--- src/include/bmu_pkg.sv ---
// package for the bit manipulation unit: opcodes, states, carriers
package bmu_pkg;

  localparam int DATA_W = 8;
  localparam int IDX_W = 3;
  localparam int ADDR_W = 16;
  localparam int REG_SEL_W = 4;
  localparam logic [7:0] WO_READ_VALUE = 8'hFF;
  localparam logic [7:0] RESET_BYTE = 8'h00;

  // operation codes presented on the command port
  typedef enum logic [3:0] {
    SET_BIT_OP = 4'h0,
    CLEAR_BIT_OP = 4'h1,
    INVERT_BIT_OP = 4'h2,
    TEST_BIT_OP = 4'h3,
    CARRY_AND_OP = 4'h4,
    CARRY_AND_INVERTED_OP = 4'h5,
    CARRY_OR_OP = 4'h6,
    CARRY_OR_INVERTED_OP = 4'h7,
    CARRY_XOR_OP = 4'h8,
    CARRY_XOR_INVERTED_OP = 4'h9,
    LOAD_CARRY_OP = 4'hA,
    LOAD_CARRY_INVERTED_OP = 4'hB,
    STORE_CARRY_OP = 4'hC,
    STORE_CARRY_INVERTED_OP = 4'hD
  } bmu_op_e;

  // sequencer states
  typedef enum logic [2:0] {
    ST_IDLE = 3'b000,
    ST_REG = 3'b001,
    ST_MEM_RD = 3'b010,
    ST_MEM_WAIT = 3'b011,
    ST_MEM_WR = 3'b100,
    ST_DONE = 3'b101
  } bmu_state_e;

  // one instruction as issued by the decoder
  typedef struct packed {
    bmu_op_e op;
    logic idxFromReg;
    logic [IDX_W-1:0] immIdx;
    logic [REG_SEL_W-1:0] idxReg;
    logic operandInMem;
    logic [REG_SEL_W-1:0] operandReg;
    logic [ADDR_W-1:0] operandAddr;
  } bmu_cmd_s;

  // flag results returned to the condition code register
  typedef struct packed {
    logic carryValid;
    logic carry;
    logic zeroValid;
    logic zero;
  } bmu_flags_s;

endpackage

--- src/hdl/bmu_bit_manipulation_unit.sv ---
// bit manipulation datapath with register and memory read-modify-write
// ---------------------------------------------------------------------
// ---------------------------------------------------------------------
`timescale 1ns/1ps

module bmu_bit_manipulation_unit
  import bmu_pkg::*;
#(
  parameter int DW = DATA_W,
  parameter int AW = ADDR_W
) (
  // clock, reset, enable
  input wire logic clk_sys,
  input wire logic srst,
  input wire logic clkEn,
  // command port
  input wire logic cmdValid,
  output logic cmdReady,
  input wire bmu_cmd_s cmd,
  input wire logic carryIn,
  // general register file access
  output logic [REG_SEL_W-1:0] idxRegSel,
  input wire logic [DW-1:0] idxRegData,
  output logic [REG_SEL_W-1:0] opRegSel,
  input wire logic [DW-1:0] opRegData,
  output logic regWrEn,
  output logic [REG_SEL_W-1:0] regWrSel,
  output logic [DW-1:0] regWrData,
  // internal byte bus
  output logic memRdEn,
  output logic memWrEn,
  output logic [AW-1:0] memAddr,
  output logic [DW-1:0] memWrData,
  input wire logic memAck,
  input wire logic [DW-1:0] memRdData,
  input wire logic memWriteOnly,
  input wire logic memIsPort,
  input wire logic [DW-1:0] portDirection,
  input wire logic [DW-1:0] portOutputLatch,
  input wire logic [DW-1:0] portPins,
  // results
  output logic doneValid,
  output bmu_flags_s flagsOut
);

  // ------------------------------------------------------------------
  // notes
  // ------------------------------------------------------------------
  // one instruction at a time; ready returns after the finish pulse
  // memory writes hold strobe, address and data until acknowledged
  // write data is valid from the first cycle of the strobe
  // a low clock enable freezes every stage, the synchroniser too
  // write-back of a port byte copies input pin levels into the latch

  // ------------------------------------------------------------------
  // functions
  // ------------------------------------------------------------------

  // pick one bit; index 0 is the least significant bit
  function automatic logic pickBit(input logic [DW-1:0] b,
                                   input logic [IDX_W-1:0] i);
    pickBit = b[i];
  endfunction

  // true for the operations that write the operand back
  function automatic logic isModify(input bmu_op_e o);
    case (o)
      SET_BIT_OP, CLEAR_BIT_OP, INVERT_BIT_OP,
      STORE_CARRY_OP, STORE_CARRY_INVERTED_OP: isModify = 1'b1;
      default: isModify = 1'b0;
    endcase
  endfunction

  // inverted variants take the immediate index only
  function automatic logic immOnly(input bmu_op_e o);
    case (o)
      CARRY_AND_INVERTED_OP, CARRY_OR_INVERTED_OP,
      CARRY_XOR_INVERTED_OP, LOAD_CARRY_INVERTED_OP,
      STORE_CARRY_INVERTED_OP: immOnly = 1'b1;
      default: immOnly = 1'b0;
    endcase
  endfunction

  // write one bit into a byte, other bits untouched
  function automatic logic [DW-1:0] putBit(input logic [DW-1:0] b,
                                           input logic [IDX_W-1:0] i,
                                           input logic v);
    putBit = b;
    putBit[i] = v;
  endfunction

  // per bit: take the new level where two stages agree, else hold
  function automatic logic [DW-1:0] pinAgree(input logic [DW-1:0] a,
                                             input logic [DW-1:0] b,
                                             input logic [DW-1:0] old);
    pinAgree = (~(a ^ b) & a) | ((a ^ b) & old);
  endfunction

  // index source: register only where the variant allows it
  function automatic logic [IDX_W-1:0] pickIndex(input bmu_cmd_s c,
                                                 input logic [DW-1:0] r);
    if (c.idxFromReg && !immOnly(c.op)) begin
      pickIndex = r[IDX_W-1:0];
    end else begin
      pickIndex = c.immIdx;
    end
  endfunction

  // ------------------------------------------------------------------
  // state
  // ------------------------------------------------------------------
  bmu_state_e state_q;
  bmu_cmd_s cmd_q;
  logic carry_q;
  logic [IDX_W-1:0] idx_q;
  logic [DW-1:0] byte_q;
  logic [DW-1:0] newByte;
  logic newCarry;
  logic newZero;
  logic selBit;
  logic [DW-1:0] readByte;
  logic [DW-1:0] opByte;
  logic [DW-1:0] pinMeta_q;
  logic [DW-1:0] pinSync_q;
  logic [DW-1:0] pinLate_q;
  logic [DW-1:0] pinLevel_q;
  logic finishNow;

  assign cmdReady = (state_q == ST_IDLE);
  assign idxRegSel = cmd.idxReg;
  assign opRegSel = cmd_q.operandReg;

  // byte seen on a memory read, shaped by location kind
  // a write-only location rewrites all its other bits as ones, so
  // software should keep a shadow copy in ordinary memory
  // input pins read back as their synchronised levels
  always_comb begin
    if (memWriteOnly) begin
      readByte = WO_READ_VALUE;
    end else if (memIsPort) begin
      readByte = (portDirection & portOutputLatch) |
                 (~portDirection & pinLevel_q);
    end else begin
      readByte = memRdData;
    end
  end

  // operand byte: live read data while waiting on the bus, else the
  // captured memory byte or the register contents
  assign opByte = (state_q == ST_MEM_WAIT) ? readByte :
                  cmd_q.operandInMem ? byte_q : opRegData;
  assign selBit = pickBit(opByte, idx_q);

  // instruction finishes on this edge
  assign finishNow = (state_q == ST_REG) ||
                     (state_q == ST_MEM_WR && memAck) ||
                     (state_q == ST_MEM_WAIT && memAck &&
                      !isModify(cmd_q.op));

  // bit modification and flag arithmetic
  always_comb begin
    newByte = opByte;
    newCarry = carry_q;
    newZero = 1'b0;
    case (cmd_q.op)
      SET_BIT_OP: newByte = putBit(opByte, idx_q, 1'b1);
      CLEAR_BIT_OP: newByte = putBit(opByte, idx_q, 1'b0);
      INVERT_BIT_OP: newByte = putBit(opByte, idx_q, ~selBit);
      TEST_BIT_OP: newZero = ~selBit;
      CARRY_AND_OP: newCarry = carry_q & selBit;
      CARRY_AND_INVERTED_OP: newCarry = carry_q & ~selBit;
      CARRY_OR_OP: newCarry = carry_q | selBit;
      CARRY_OR_INVERTED_OP: newCarry = carry_q | ~selBit;
      CARRY_XOR_OP: newCarry = carry_q ^ selBit;
      CARRY_XOR_INVERTED_OP: newCarry = carry_q ^ ~selBit;
      LOAD_CARRY_OP: newCarry = selBit;
      LOAD_CARRY_INVERTED_OP: newCarry = ~selBit;
      STORE_CARRY_OP: newByte = putBit(opByte, idx_q, carry_q);
      STORE_CARRY_INVERTED_OP:
        newByte = putBit(opByte, idx_q, ~carry_q);
      default: newByte = opByte;
    endcase
  end

  // ------------------------------------------------------------------
  // pin synchroniser
  // ------------------------------------------------------------------
  // three stages; a level counts once stages two and three agree
  always_ff @(posedge clk_sys) begin
    if (srst) begin
      pinMeta_q <= '0;
      pinSync_q <= '0;
      pinLate_q <= '0;
      pinLevel_q <= '0;
    end else if (clkEn) begin
      pinMeta_q <= portPins; // only stage two reads this
      pinSync_q <= pinMeta_q;
      pinLate_q <= pinSync_q;
      pinLevel_q <= pinAgree(pinSync_q, pinLate_q, pinLevel_q);
    end
  end

  // ------------------------------------------------------------------
  // sequencer
  // ------------------------------------------------------------------
  always_ff @(posedge clk_sys) begin
    if (srst) begin
      state_q <= ST_IDLE;
    end else if (clkEn) begin
      case (state_q)
        ST_IDLE: begin
          if (cmdValid) begin
            state_q <= cmd.operandInMem ? ST_MEM_RD : ST_REG;
          end
        end
        ST_REG: state_q <= ST_DONE;
        ST_MEM_RD: state_q <= ST_MEM_WAIT;
        ST_MEM_WAIT: begin
          if (memAck) begin
            state_q <= isModify(cmd_q.op) ? ST_MEM_WR : ST_DONE;
          end
        end
        ST_MEM_WR: begin
          if (memAck) begin
            state_q <= ST_DONE;
          end
        end
        ST_DONE: state_q <= ST_IDLE;
        default: state_q <= ST_IDLE;
      endcase
    end
  end

  // capture command, carry and bit index on acceptance
  always_ff @(posedge clk_sys) begin
    if (srst) begin
      cmd_q <= '0;
      carry_q <= 1'b0;
      idx_q <= '0;
    end else if (clkEn && cmdValid && state_q == ST_IDLE) begin
      cmd_q <= cmd;
      carry_q <= carryIn;
      idx_q <= pickIndex(cmd, idxRegData);
    end
  end

  // memory byte captured during the read phase
  always_ff @(posedge clk_sys) begin
    if (srst) begin
      byte_q <= RESET_BYTE;
    end else if (clkEn && state_q == ST_MEM_WAIT && memAck) begin
      byte_q <= readByte;
    end
  end

  // ------------------------------------------------------------------
  // bus read and write outputs
  // ------------------------------------------------------------------
  always_ff @(posedge clk_sys) begin
    if (srst) begin
      memRdEn <= 1'b0;
      memWrEn <= 1'b0;
      memAddr <= '0;
      memWrData <= RESET_BYTE;
    end else if (clkEn) begin
      memRdEn <= 1'b0;
      memWrEn <= 1'b0;
      if (state_q == ST_MEM_RD) begin
        memRdEn <= 1'b1;
        memAddr <= cmd_q.operandAddr;
      end
      if (state_q == ST_MEM_WAIT && memAck && isModify(cmd_q.op)) begin
        memWrEn <= 1'b1;
        memWrData <= newByte;
      end
      if (state_q == ST_MEM_WR) begin
        memWrEn <= !memAck;
        memWrData <= newByte;
      end
    end
  end

  // ------------------------------------------------------------------
  // register write-back
  // ------------------------------------------------------------------
  // modified byte returned to the general register
  always_ff @(posedge clk_sys) begin
    if (srst) begin
      regWrEn <= 1'b0;
      regWrSel <= '0;
      regWrData <= RESET_BYTE;
    end else if (clkEn) begin
      regWrEn <= 1'b0;
      if (state_q == ST_REG) begin
        regWrEn <= isModify(cmd_q.op);
        regWrSel <= cmd_q.operandReg;
        regWrData <= newByte;
      end
    end
  end

  // ------------------------------------------------------------------
  // completion and flag results
  // ------------------------------------------------------------------
  // one-cycle finish pulse
  always_ff @(posedge clk_sys) begin
    if (srst) begin
      doneValid <= 1'b0;
    end else if (clkEn) begin
      doneValid <= finishNow;
    end
  end

  // flags held from one finish to the next
  always_ff @(posedge clk_sys) begin
    if (srst) begin
      flagsOut <= '0;
    end else if (clkEn && finishNow) begin
      flagsOut.carryValid <= !isModify(cmd_q.op) &&
                             cmd_q.op != TEST_BIT_OP;
      flagsOut.carry <= newCarry;
      flagsOut.zeroValid <= cmd_q.op == TEST_BIT_OP;
      flagsOut.zero <= newZero;
    end
  end

endmodule

--- config.mk ---
export PLATFORM = sky130hd
export DESIGN_NAME = bmu_bit_manipulation_unit
export DESIGN_NICKNAME = d
export VERILOG_FILES = /design/src/include/bmu_pkg.sv /design/src/hdl/bmu_bit_manipulation_unit.sv
export SDC_FILE = /design/constraint.sdc
export NUM_CORES = 1
export LEC_CHECK = 0
export BUFFER_PORTS_ARGS = -buffer_cell sky130_fd_sc_hd__buf_4
export CAP_MARGIN = 40
export CELL_PAD_IN_SITES_DETAIL_PLACEMENT = 0
export CELL_PAD_IN_SITES_GLOBAL_PLACEMENT = 1
export CORE_UTILIZATION = 38
export CTS_CLUSTER_SIZE = 14
export DETAILED_ROUTE_END_ITERATION = 6
export PLACE_DENSITY = 0.78
export SLEW_MARGIN = 15
export SYNTH_ARGS = -nofsm -noshare
export SYNTH_HDL_FRONTEND = slang
export SYNTH_SLANG_ARGS = --single-unit
--- constraint.sdc ---
create_clock -name clk_sys -period 3 [get_ports clk_sys]
set_clock_uncertainty 0.1 [all_clocks]
set_input_delay 0.3 -clock clk_sys [delete_from_list [all_inputs] [get_ports clk_sys]]
set_output_delay 0.3 -clock clk_sys [all_outputs]
set_load 0.02 [all_outputs]
==> results of run 1 <==
sequential cells by signal, indices dropped and copies added (netlist names), named ones only:
name	count
byte_q	8
carry_q	1
cmd_q	21
doneValid	1
flagsOut	4
idx_q	3
memAddr	16
memRdEn	1
memWrData	8
memWrEn	1
opRegSel	4
pinLate_q	8
pinMeta_q	8
pinSync_q	8
regWrData	8
regWrEn	1
regWrSel	4
state_q	3
per-layer routing:
layer	vias up	track usage (%)	share of wire, %
met4	0	8.47	1.7
met1	2268	24.3	45
met3	17	6.32	5.6
met2	114	33.2	48
met5	-	0	0
li1	2472	-	-
power breakdown:
group	internal [mW]	switching (mW)	total, mW
Clock	1.18	0.653	1.83
Sequential	1.60	0.0437	1.64
Combinational	0.231	0.288	0.519
final timing paths:
check                                  from      endpoint  cells past startpoint
worst max-delay path             state_q[2]  memWrData[2]                      8
worst max register to register   state_q[2]  memWrData[2]                      8
worst min-delay path            portPins[5]  pinMeta_q[5]                      3
worst min register to register    cmd_q[10]   memAddr[10]                      2
cell usage after synthesis (3+ instances only):
master     count  area (um2)
buf_1          5        18.8
o21a_1         3        22.5
nand2b_1       6        37.5
nor4_1         5        31.3
a31oi_1        3        18.8
a21oi_1       75         375
nand2_1      120         450
dfxtp_1      116        2320
mux2_2         5        56.3
nor2b_1        8        50.1
buf_4          8        60.1
nand3b_1       5        37.5
nor3b_1        3        22.5
nor2_1        81         304
a221oi_1       3        26.3
o31ai_1        5        37.5
clkbuf_1      38         143
o21ai_0       26         130
and2_1         5        31.3
mux2i_1       34         340
a2111oi_0      3        26.3
nor3_1        13        65.1
and3_1         6        37.5
a211oi_1      22         165
a22oi_1        4        30.0
a21o_1         7        52.6
nand3_1        5        25.0
what timing repair did:
| item | in CTS | in global routing |
|---|---|---|
| resized for setup | 0 | 2 |
| endpoints found under the setup margin | 0 | 12 |
| buffers inserted | 0 | 3 |
cell type report:
type | instances | share of cell area [%]
tap | 176 | 3.20
inverter | 3 | 0.164
clock buffer | 28 | 7.65
clock inverter | 3 | 0.254
multi-input combinational | 472 | 38.6
sequential | 116 | 33.8
timing repair buffer | 149 | 16.4
critical path: stages, from the launching register on:
cell,delay [ns]
dfxtp_1,0.33
and3b_1,0.29
and2_4,0.20
a221oi_1,0.52
o221ai_2,0.23
o41ai_4,0.46
nor2_1,0.17
a22o_1,0.29
o21a_1,0.17
logic make-up (layout without fill, tap and decap cells):
kind of cell / Yosys count / after routing / share of synthesized area (%)
AO/OA/AOI/OAI: 164 / 164 / 19.8
XOR/XNOR: 1 / 1 / 0.168
buffers and inverters: 57 / 183 / 4.86
flip-flops: 116 / 116 / 44.5
multiplexers: 40 / 40 / 7.88
AND/OR/NAND/NOR: 267 / 267 / 22.8
through the flow:
stage | util (%) | hold WS [ns] | cells
after detailed placement | 47.3 | 0.346 | 913
after global placement | 47.2 | 0.337 | 912
after floorplan | - | 0.332 | 645
after global routing | 51.6 | 0.0201 | 947
final | 51.6 | 0.0209 | 947
after CTS | 51.3 | 0.00423 | 944
==> summary.md, run 1 <==
| Metric | Value |
|---|---|
| Initial core utilization | 39.1% |
| Leakage | 2.82 nW |
| Router iterations before antenna repair | 4 |
| GPL Wtd Cong | 0.805 |
| Rel. slew slack | between 50% and 60% |
| Worst ir drop on vdd | 458 uV |
| Register-to-register path setup slack | 0.15 ns |
| Setup_tns | 0 ns |
| RSZ-0062 raised after global routing | no |
| Initial antenna violation count | 0 |
| Mapped Nets | 734 |
| CTS tree | done |
| DR iter-0 viols | 228 |
| Row Count | 42 |
| Layout cells sized above 1 | 25.3% |
| Most frequent cells in the layout | 147 x buf_4, 120 x nand2_1, 115 x dfxtp_1 |
| CTS clk-pin slew, worst paths | 0.05 ns |
| Final period util | 95.0% |
| Post-detailed-route via-to-cell ratio | 5.14 |
| Placement Setup Slack | 0.110 ns |
| Area after DPL | 0.00631 mm2 |
| Multi-input logic area | 0.00266 mm2 |
| Final WS setup | 0.150 ns |
| Fin nets | ~850 |
| Die Wd | 119 um |
| Grt ovf | 0 |
| # IOs | 142 |
| Antenna diodes | 0 |
| Area delta synth->final | 31.8% |
| HP Class | in2reg |
| Synth Cell Area | about 0.0052 mm2 |
| Latest clock arrival within the worst-skew pair | 0.42 ns |
| Worst-path maximum fanout | 9 |
| Num Clock Sinks | 116 |
| Die footprint | about 0.014 mm2 |
| CTS buffer count | 17 |
| Post-synthesis cell count | about 650 |
| CP Data Arrival Time | 3.06 ns |
| Routed WL | 13800 um |
| Startpoint Class | flop |
| Gr usage total | between 20 and 25% |
| Fraction of registers with async set/reset | 0% |
| Residual DRC | 0 |
| Synth Warn # | 0 |
| DR WL/cell | 14.5 um |
| Hold Violations, Final | 0 |
| First-pass GRT wire length | 22500 um |
| Hold Buf Count CTS | 0 |
| Critical path type | reg2reg |
| Main flop type after synthesis | dfxtp_1 |
| Post-Synthesis Mean Instance Area | 8.09 um2 |
| Die H | approximately 120 um |
| Fillers | between 1000 and 1500 |
| Max cap viols | 0 |
| Post-DP HPWL | approximately 9800 um |
| Most common cell after layout, fill and taps aside | buf_4 |
| Setup Viol. Count Final | 0 |
| Seq/Total Area, Yosys | 44.5% |
| Worst path required time | 3.21 ns |
| H-Tree Depth | 4 |
| Max-slew violation count | 0 |
| Critical path capture point type | flop |
| Achievable Freq | 351 MHz |
| Tightest Pin Transition | 0.716 ns |
| Largest net degree at the start of global routing | between 60 and 70 |
| CORE AREA | around 0.013 mm2 |
| FF+latch area | between 0.002 and 0.0025 mm2 |
| Root Buffer | clkbuf_16 |
| Port Buffers | 128 |
| Via count | 4871 |
| Flops & latches, synth | ~120 |
| Outcome | finished, final reports clean |
| Clock buffer depth | 2 |
| Vias in the first global route | 4680 |
| Post-route ant nets | 0 |
| Post-route cell area | 0.00688 mm2 |
| EDFF count, synth | 0 |
| P per Cell Area | 580 mW/mm2 |
| Synth unique cells | 53 |
| Total design power | 3.99 mW |
| Post-layout min period | 2.85 ns |
(Power assumes the default switching activity.)
==> run 2: changes to the inputs <==
--- a/config.mk
+++ b/config.mk
@@ -12,7 +12,7 @@
 export CORE_UTILIZATION = 38
 export CTS_CLUSTER_SIZE = 14
 export DETAILED_ROUTE_END_ITERATION = 6
-export PLACE_DENSITY = 0.78
+export PLACE_DENSITY = 0.81
 export SLEW_MARGIN = 15
 export SYNTH_ARGS = -nofsm -noshare
 export SYNTH_HDL_FRONTEND = slang
==> run 2 against run 1 <==
Effect of this change: sequential power barely moved; cell count fell by 0.53%; via count hardly changed; global-route usage down 0.21 points; combinational power hardly changed; critical path depth grew 2; first-iteration DRC count down 12%; maximum frequency shrank 0.15%; count of clock-buffer cells in the layout down 5; wire length hardly changed; die area unchanged.
==> summary.md, run 2 (same netlist as run 1, synthesis figures left out) <==
| Metric | Value |
|---|---|
| Router iterations before antenna repair | 4 (unchanged) |
| CP Data Arrival Time | 3.06 ns (about the same) |
| Leakage | 2.83 nW (+0.23%) |
| Most frequent cells in the layout | 142 x buf_4, 120 x nand2_1, 115 x dfxtp_1 |
| CORE AREA | 0.0133 mm2 (unchanged) |
| Regs by FF count | cmd_q: 21 flops, memAddr: 16 flops |
| Post-DP HPWL | 9800 um (+0.26%) |
| Number of flip-flops in the largest register | 21 (unchanged) |
| Hold WS | 0.0189 ns (-0.00198 ns) |
| Layout cells sized above 1 | 25.5% (+0.17 points) |
| Fillers | 1345 (+4.2%) |
| CTS buffer count | 17 (unchanged) |
| Num Clock Sinks | 116 (unchanged) |
| Critical path capture point type | flop |
| Via count | 4867 (-0.082%) |
| Row Count | 42 (unchanged) |
| Top reg by flops | cmd_q |
| Fin nets | 843 (-0.59%) |
| Latest clock arrival within the worst-skew pair | 0.41 ns (about the same) |
| Tightest Pin Transition | 0.779 ns (+0.0636 ns) |
| Routed WL | 13800 um (about the same) |
| Total design power | 4.23 mW (+6.1%) |
| Post-detailed-route via-to-cell ratio | 5.17 (+0.45%) |
| Setup Viol. Count Final | 0 (unchanged) |
| Critical path type | reg2reg |
| Max-slew violation count | 0 (unchanged) |
| Worst-path maximum fanout | 15 (+6) |
| Setup_tns | 0 ns (unchanged) |
| CTS tree | done |
| Most common cell after layout, fill and taps aside | buf_4 |
| Hold Violations, Final | 0 (unchanged) |
| Achievable Freq | 350 MHz (-0.15%) |
| Die H | 119 um (unchanged) |
| Antenna diodes | 0 (unchanged) |
| Max cap viols | 0 (unchanged) |
| Worst path required time | 3.20 ns (about the same) |
| Clock buffer depth | 2 (unchanged) |
| Root Buffer | clkbuf_16 |
| Rel. slew slack | 48.1% (-4.2 points) |
| Die Wd | 119 um (unchanged) |
| First-pass GRT wire length | 22300 um (-0.98%) |
| Gr usage total | 20.0% (-0.21 points) |
| Worst ir drop on vdd | 365 uV (-20%) |
| CTS clk-pin slew, worst paths | 0.05 ns (about the same) |
| Post-route ant nets | 0 (unchanged) |
| HP Class | in2reg |
| Die footprint | 0.0142 mm2 (unchanged) |
| Outcome | finished, final reports clean |
| Grt ovf | 0 (unchanged) |
| Startpoint Class | flop |
| P per Cell Area | 611 mW/mm2 (+5.4%) |
| GPL Wtd Cong | 0.801 (-0.53%) |
| Initial core utilization | 39.1% (unchanged) |
| Initial antenna violation count | 0 (unchanged) |
| # IOs | 142 (unchanged) |
| H-Tree Depth | 4 (unchanged) |
| RSZ-0062 raised after global routing | no |
| Final period util | 95.1% (+0.14 points) |
| Post-layout min period | 2.85 ns (+0.00417 ns) |
| Port Buffers | 128 (unchanged) |
| Hold Buf Count CTS | 0 (unchanged) |
| DR WL/cell | 14.6 um (+0.47%) |
| Area delta synth->final | 32.6% |
| Vias in the first global route | 4566 (-2.4%) |
| Largest net degree at the start of global routing | 72 (+7.5%) |
| Residual DRC | 0 (unchanged) |
| DR iter-0 viols | 201 (-12%) |
## run 2: stage by stage
step                worst slack (ns)  utilization (%)  std cells  area, um2
floorplan                      0.483                -        645       5220
global placement               0.203             47.1        910       6290
finish                         0.146             51.9        942       6930
CTS                            0.134             51.7        942       6910
detailed placement             0.146             47.2        911       6290
global route                 0.00769             51.9        942       6930
## run 2: layer usage
layer	GRT usage, %	vias up	routed length (um)
met1	24.4	2276	6220
met4	9.18	0	290
met3	4.93	24	627
met5	0	-	0
met2	33.1	107	6620
li1	-	2460	-
## run 2: cell type report
type	instances	area (um2)	share of cell area [%]
Multi-Input combinational cell	472	2670	38.5
Sequential cell	116	2320	33.6
Timing Repair Buffer	144	1090	15.8
Clock buffer	23	488	7.05
Tap cell	176	220	3.18
Clock inverter	8	124	1.79
Inverter	3	11.3	0.163
## run 2: where the power goes
group          internal, mW  switching, mW
Clock                  1.39          0.686
Sequential             1.60         0.0445
Combinational         0.229          0.292
## run 2: what timing repair did
| item | CTS | global route |
|---|---|---|
| gates resized for setup | 0 | 4 |
| endpoints found under the setup margin | 0 | 9 |
| setup buffers | 0 | 0 |
## run 2: path summary, 6_finish.rpt
| path | depth (start not counted) | slack (ns) | start | to |
|---|---|---|---|---|
| worst max-delay path | 10 | 0.15 | state_q[1] | memWrData[2] |
| worst min register to register | 2 | 0.35 | cmd_q[5] | memAddr[5] |
| worst min-delay path | 3 | 0.02 | portPins[3] | pinMeta_q[3] |
| worst max register to register | 10 | 0.15 | state_q[1] | memWrData[2] |
## run 2: critical path, cell delays in order (launching register included)
cell and delay, ns:
dfxtp_1 0.31, buf_4 0.17, nand3b_1 0.09, buf_4 0.21
nor4_1 0.09, o31ai_2 0.27, nand4_2 0.22, o41ai_4 0.61
nor2_1 0.20, a22o_1 0.31, o21a_1 0.17
==> run 3: changes to the inputs <==
--- a/config.mk
+++ b/config.mk
@@ -13,6 +13,7 @@
 export CTS_CLUSTER_SIZE = 14
 export DETAILED_ROUTE_END_ITERATION = 6
 export PLACE_DENSITY = 0.81
+export RECOVER_POWER = 50
 export SLEW_MARGIN = 15
 export SYNTH_ARGS = -nofsm -noshare
 export SYNTH_HDL_FRONTEND = slang
==> run 3 against run 2 <==
Effect of this change: combinational power shrank 3%; count of clock-buffer cells in the layout is the same; die area is the same; sequential power is essentially flat; critical path type unchanged; core utilization shrank 1.4 points.
==> summary.md, run 3 (same netlist as run 1, synthesis figures left out) <==
| Metric | Value |
|---|---|
| DR iter-0 viols | 203 (+1.0%) |
| Hold Buf Count CTS | 0 (unchanged) |
| Setup Viol. Count Final | 0 (unchanged) |
| Final period util | 95.1% (about the same) |
| Crit path max-delay family | compound AO/OA/AOI/OAI gates |
| Reg2Reg Depth | 10 (unchanged) |
| CTS clk-pin slew, worst paths | 0.05 ns (about the same) |
| Top reg by flops | cmd_q |
| FF+latch area | 0.00232 mm2 (unchanged) |
| Setup_tns | 0 ns (unchanged) |
| Final core occ | 50.5% (-1.4 points) |
| Antenna diodes | 0 (unchanged) |
| Worst flop-to-flop path startpoint | state_q[1] |
| Fin nets | 843 (unchanged) |
| Worst-path maximum fanout | 15 (unchanged) |
| Sequential power share | 38.9% (about the same) |
| Outcome | finished, final reports clean |
| Hold WS | 0.0184 ns (-0.000499 ns) |
| Routed WL | 13800 um (about the same) |
| Total design power | 4.22 mW (-0.38%) |
| HP Class | in2reg |
| Number of flip-flops in the largest register | 21 (unchanged) |
| Comb power frac | 12.0% (-0.3 points) |
| Worst path required time | 3.20 ns (about the same) |
| Max cap viols | 0 (unchanged) |
| Rel. slew slack | 1.07% (-47 points) |
| P_sw | 1.02 mW (about the same) |
| Hold Violations, Final | 0 (unchanged) |
| Clock share of power | 49.1% (+0.2 points) |
| Hold endpoint | pinMeta_q[3] |
| DR WL/cell | 14.6 um (about the same) |
| RSZ-0062 raised after global routing | no |
| R2r endpoint | memWrData[2] |
| Fillers | 1388 (+3.2%) |
| Die footprint | 0.0142 mm2 (unchanged) |
| Critical Path Slowest Stage Cell | o41ai_4 |
| First-pass GRT wire length | 22300 um (unchanged) |
| GPL Wtd Cong | 0.801 (unchanged) |
| Crit path buf inv count | 2 (unchanged) |
| Post-detailed-route via-to-cell ratio | 5.15 (-0.41%) |
| Residual DRC | 0 (unchanged) |
| Critical path capture point type | flop |
| Worst ir drop on vdd | 366 uV (+0.18%) |
| Largest net degree at the start of global routing | 72 (unchanged) |
| Placement Setup Slack | 0.146 ns (unchanged) |
| P per Cell Area | 626 mW/mm2 (+2.4%) |
| Crit-path most repeated cell | buf_4 |
| Latest clock arrival within the worst-skew pair | 0.42 ns (about the same) |
| Num Clock Sinks | 116 (unchanged) |
| Max-slew violation count | 0 (unchanged) |
| Sw frac | 24.2% (+0.071 points) |
| Final WS setup | 0.148 ns (+0.00179 ns) |
| Most frequent cells in the layout | 120 x nand2_1, 115 x dfxtp_1, 92 x buf_4 |
| Clock buffer depth | 2 (unchanged) |
| Area delta synth->final | 29.0% |
| Critical Path Max Stage Delay | 0.60 ns (about the same) |
| Initial antenna violation count | 0 (unchanged) |
| Multi-input logic area | 0.00267 mm2 (unchanged) |
| Tightest Pin Transition | 1.48 ns (+0.705 ns) |
| Startpoint Class | flop |
| Achievable Freq | 351 MHz (about the same) |
| Post-layout min period | 2.85 ns (-0.00179 ns) |
| Regs by FF count | cmd_q: 21 flops, memAddr: 16 flops |
| Final std cells w/o fill | 942 (unchanged) |
| Hold path startpoint | portPins[3] |
| Vias in the first global route | 4566 (unchanged) |
| Gr usage total | 20.0% (unchanged) |
| H-Tree Depth | 4 (unchanged) |
| Area after DPL | 0.00629 mm2 (unchanged) |
| CTS buffer count | 17 (unchanged) |
| Post-route cell area | 0.00674 mm2 (-2.7%) |
| CORE AREA | 0.0133 mm2 (unchanged) |
| Router iterations before antenna repair | 4 (unchanged) |
| Placed Cells | 911 (unchanged) |
| Int Power | 3.20 mW (-0.47%) |
| Worst path cell trace | buf_4, nand3b_1, buf_4, nor4_1, o31ai_2, nand4_2, o41ai_4, nor2_1, a22o_1, o21a_1 |
| Cell depth of the worst hold path | 3 (unchanged) |
| Critical path type | reg2reg |
| # IOs | 142 (unchanged) |
| Leakage | 2.61 nW (-7.6%) |
| Grt ovf | 0 (unchanged) |
| Via count | 4847 (-0.41%) |
| Post-route ant nets | 0 (unchanged) |
| Layout cells sized above 1 | 18.9% (-6.5 points) |
| Register-to-register path setup slack | 0.15 ns (about the same) |
| Most common cell after layout, fill and taps aside | nand2_1 |
| Post-DP HPWL | 9800 um (unchanged) |
| Die H | 119 um (unchanged) |
| Die Wd | 119 um (unchanged) |
| Port Buffers | 128 (unchanged) |
| CP Data Arrival Time | 3.06 ns (about the same) |
| CTS tree | done |
| Root Buffer | clkbuf_16 |
| Row Count | 42 (unchanged) |
| Initial core utilization | 39.1% (unchanged) |
[run 3: power groups by stage]
| stage | clock (mW) | sequential [mW] | combinational (mW) |
|---|---|---|---|
| after floorplan | 0 | 1.67 | 0.319 |
| after global placement | 0 | 1.67 | 0.505 |
| after detailed placement | 0 | 1.67 | 0.515 |
| after CTS | 2.12 | 1.64 | 0.518 |
| after global routing | 2.20 | 1.65 | 0.554 |
| final | 2.07 | 1.64 | 0.505 |
[run 3: timing repair]
action                                  4_1_cts  5_1_grt
gates resized for setup                       0        4
endpoints found under the setup margin        0        9
setup buffers                                 0        0
[run 3: how the worst max path moves through the flow]
stage	startpoint	to	slack, ns	depth (start not counted)
after global routing	state_q[1]	memWrData[2]	0.008	10
after floorplan	state_q[2]	flagsOut[2]	0.48	9
after detailed placement	cmd_q[20]	memWrData[2]	0.15	7
after CTS	cmd_q[20]	memWrData[2]	0.13	7
final	state_q[1]	memWrData[2]	0.15	10
after global placement	cmd_q[20]	regWrData[2]	0.20	7
[run 3: worst reg2reg max path, delay by kind of cell, from the launching register on]
| family | cells | cell delay [ns] |
|---|---|---|
| compound gates | 4 | 1.36 |
| simple gates | 4 | 0.60 |
| buf+inv | 2 | 0.38 |
| flops | 1 | 0.31 |
[run 3: metal layers]
layer	track usage, %	vias up	part of all wire (%)
li1	-	2460	-
met1	24.4	2256	45
met2	33.1	109	48
met3	4.93	22	4.7
met4	9.18	0	2.0
met5	0	-	0
[run 3: layout make-up]
class	instances	area share, %
Tap cell	176	3.27
Clock inverter	8	1.84
Multi-Input combinational cell	472	39.6
Inverter	3	0.167
Timing Repair Buffer	144	13.4
Sequential cell	116	34.5
Clock buffer	23	7.24
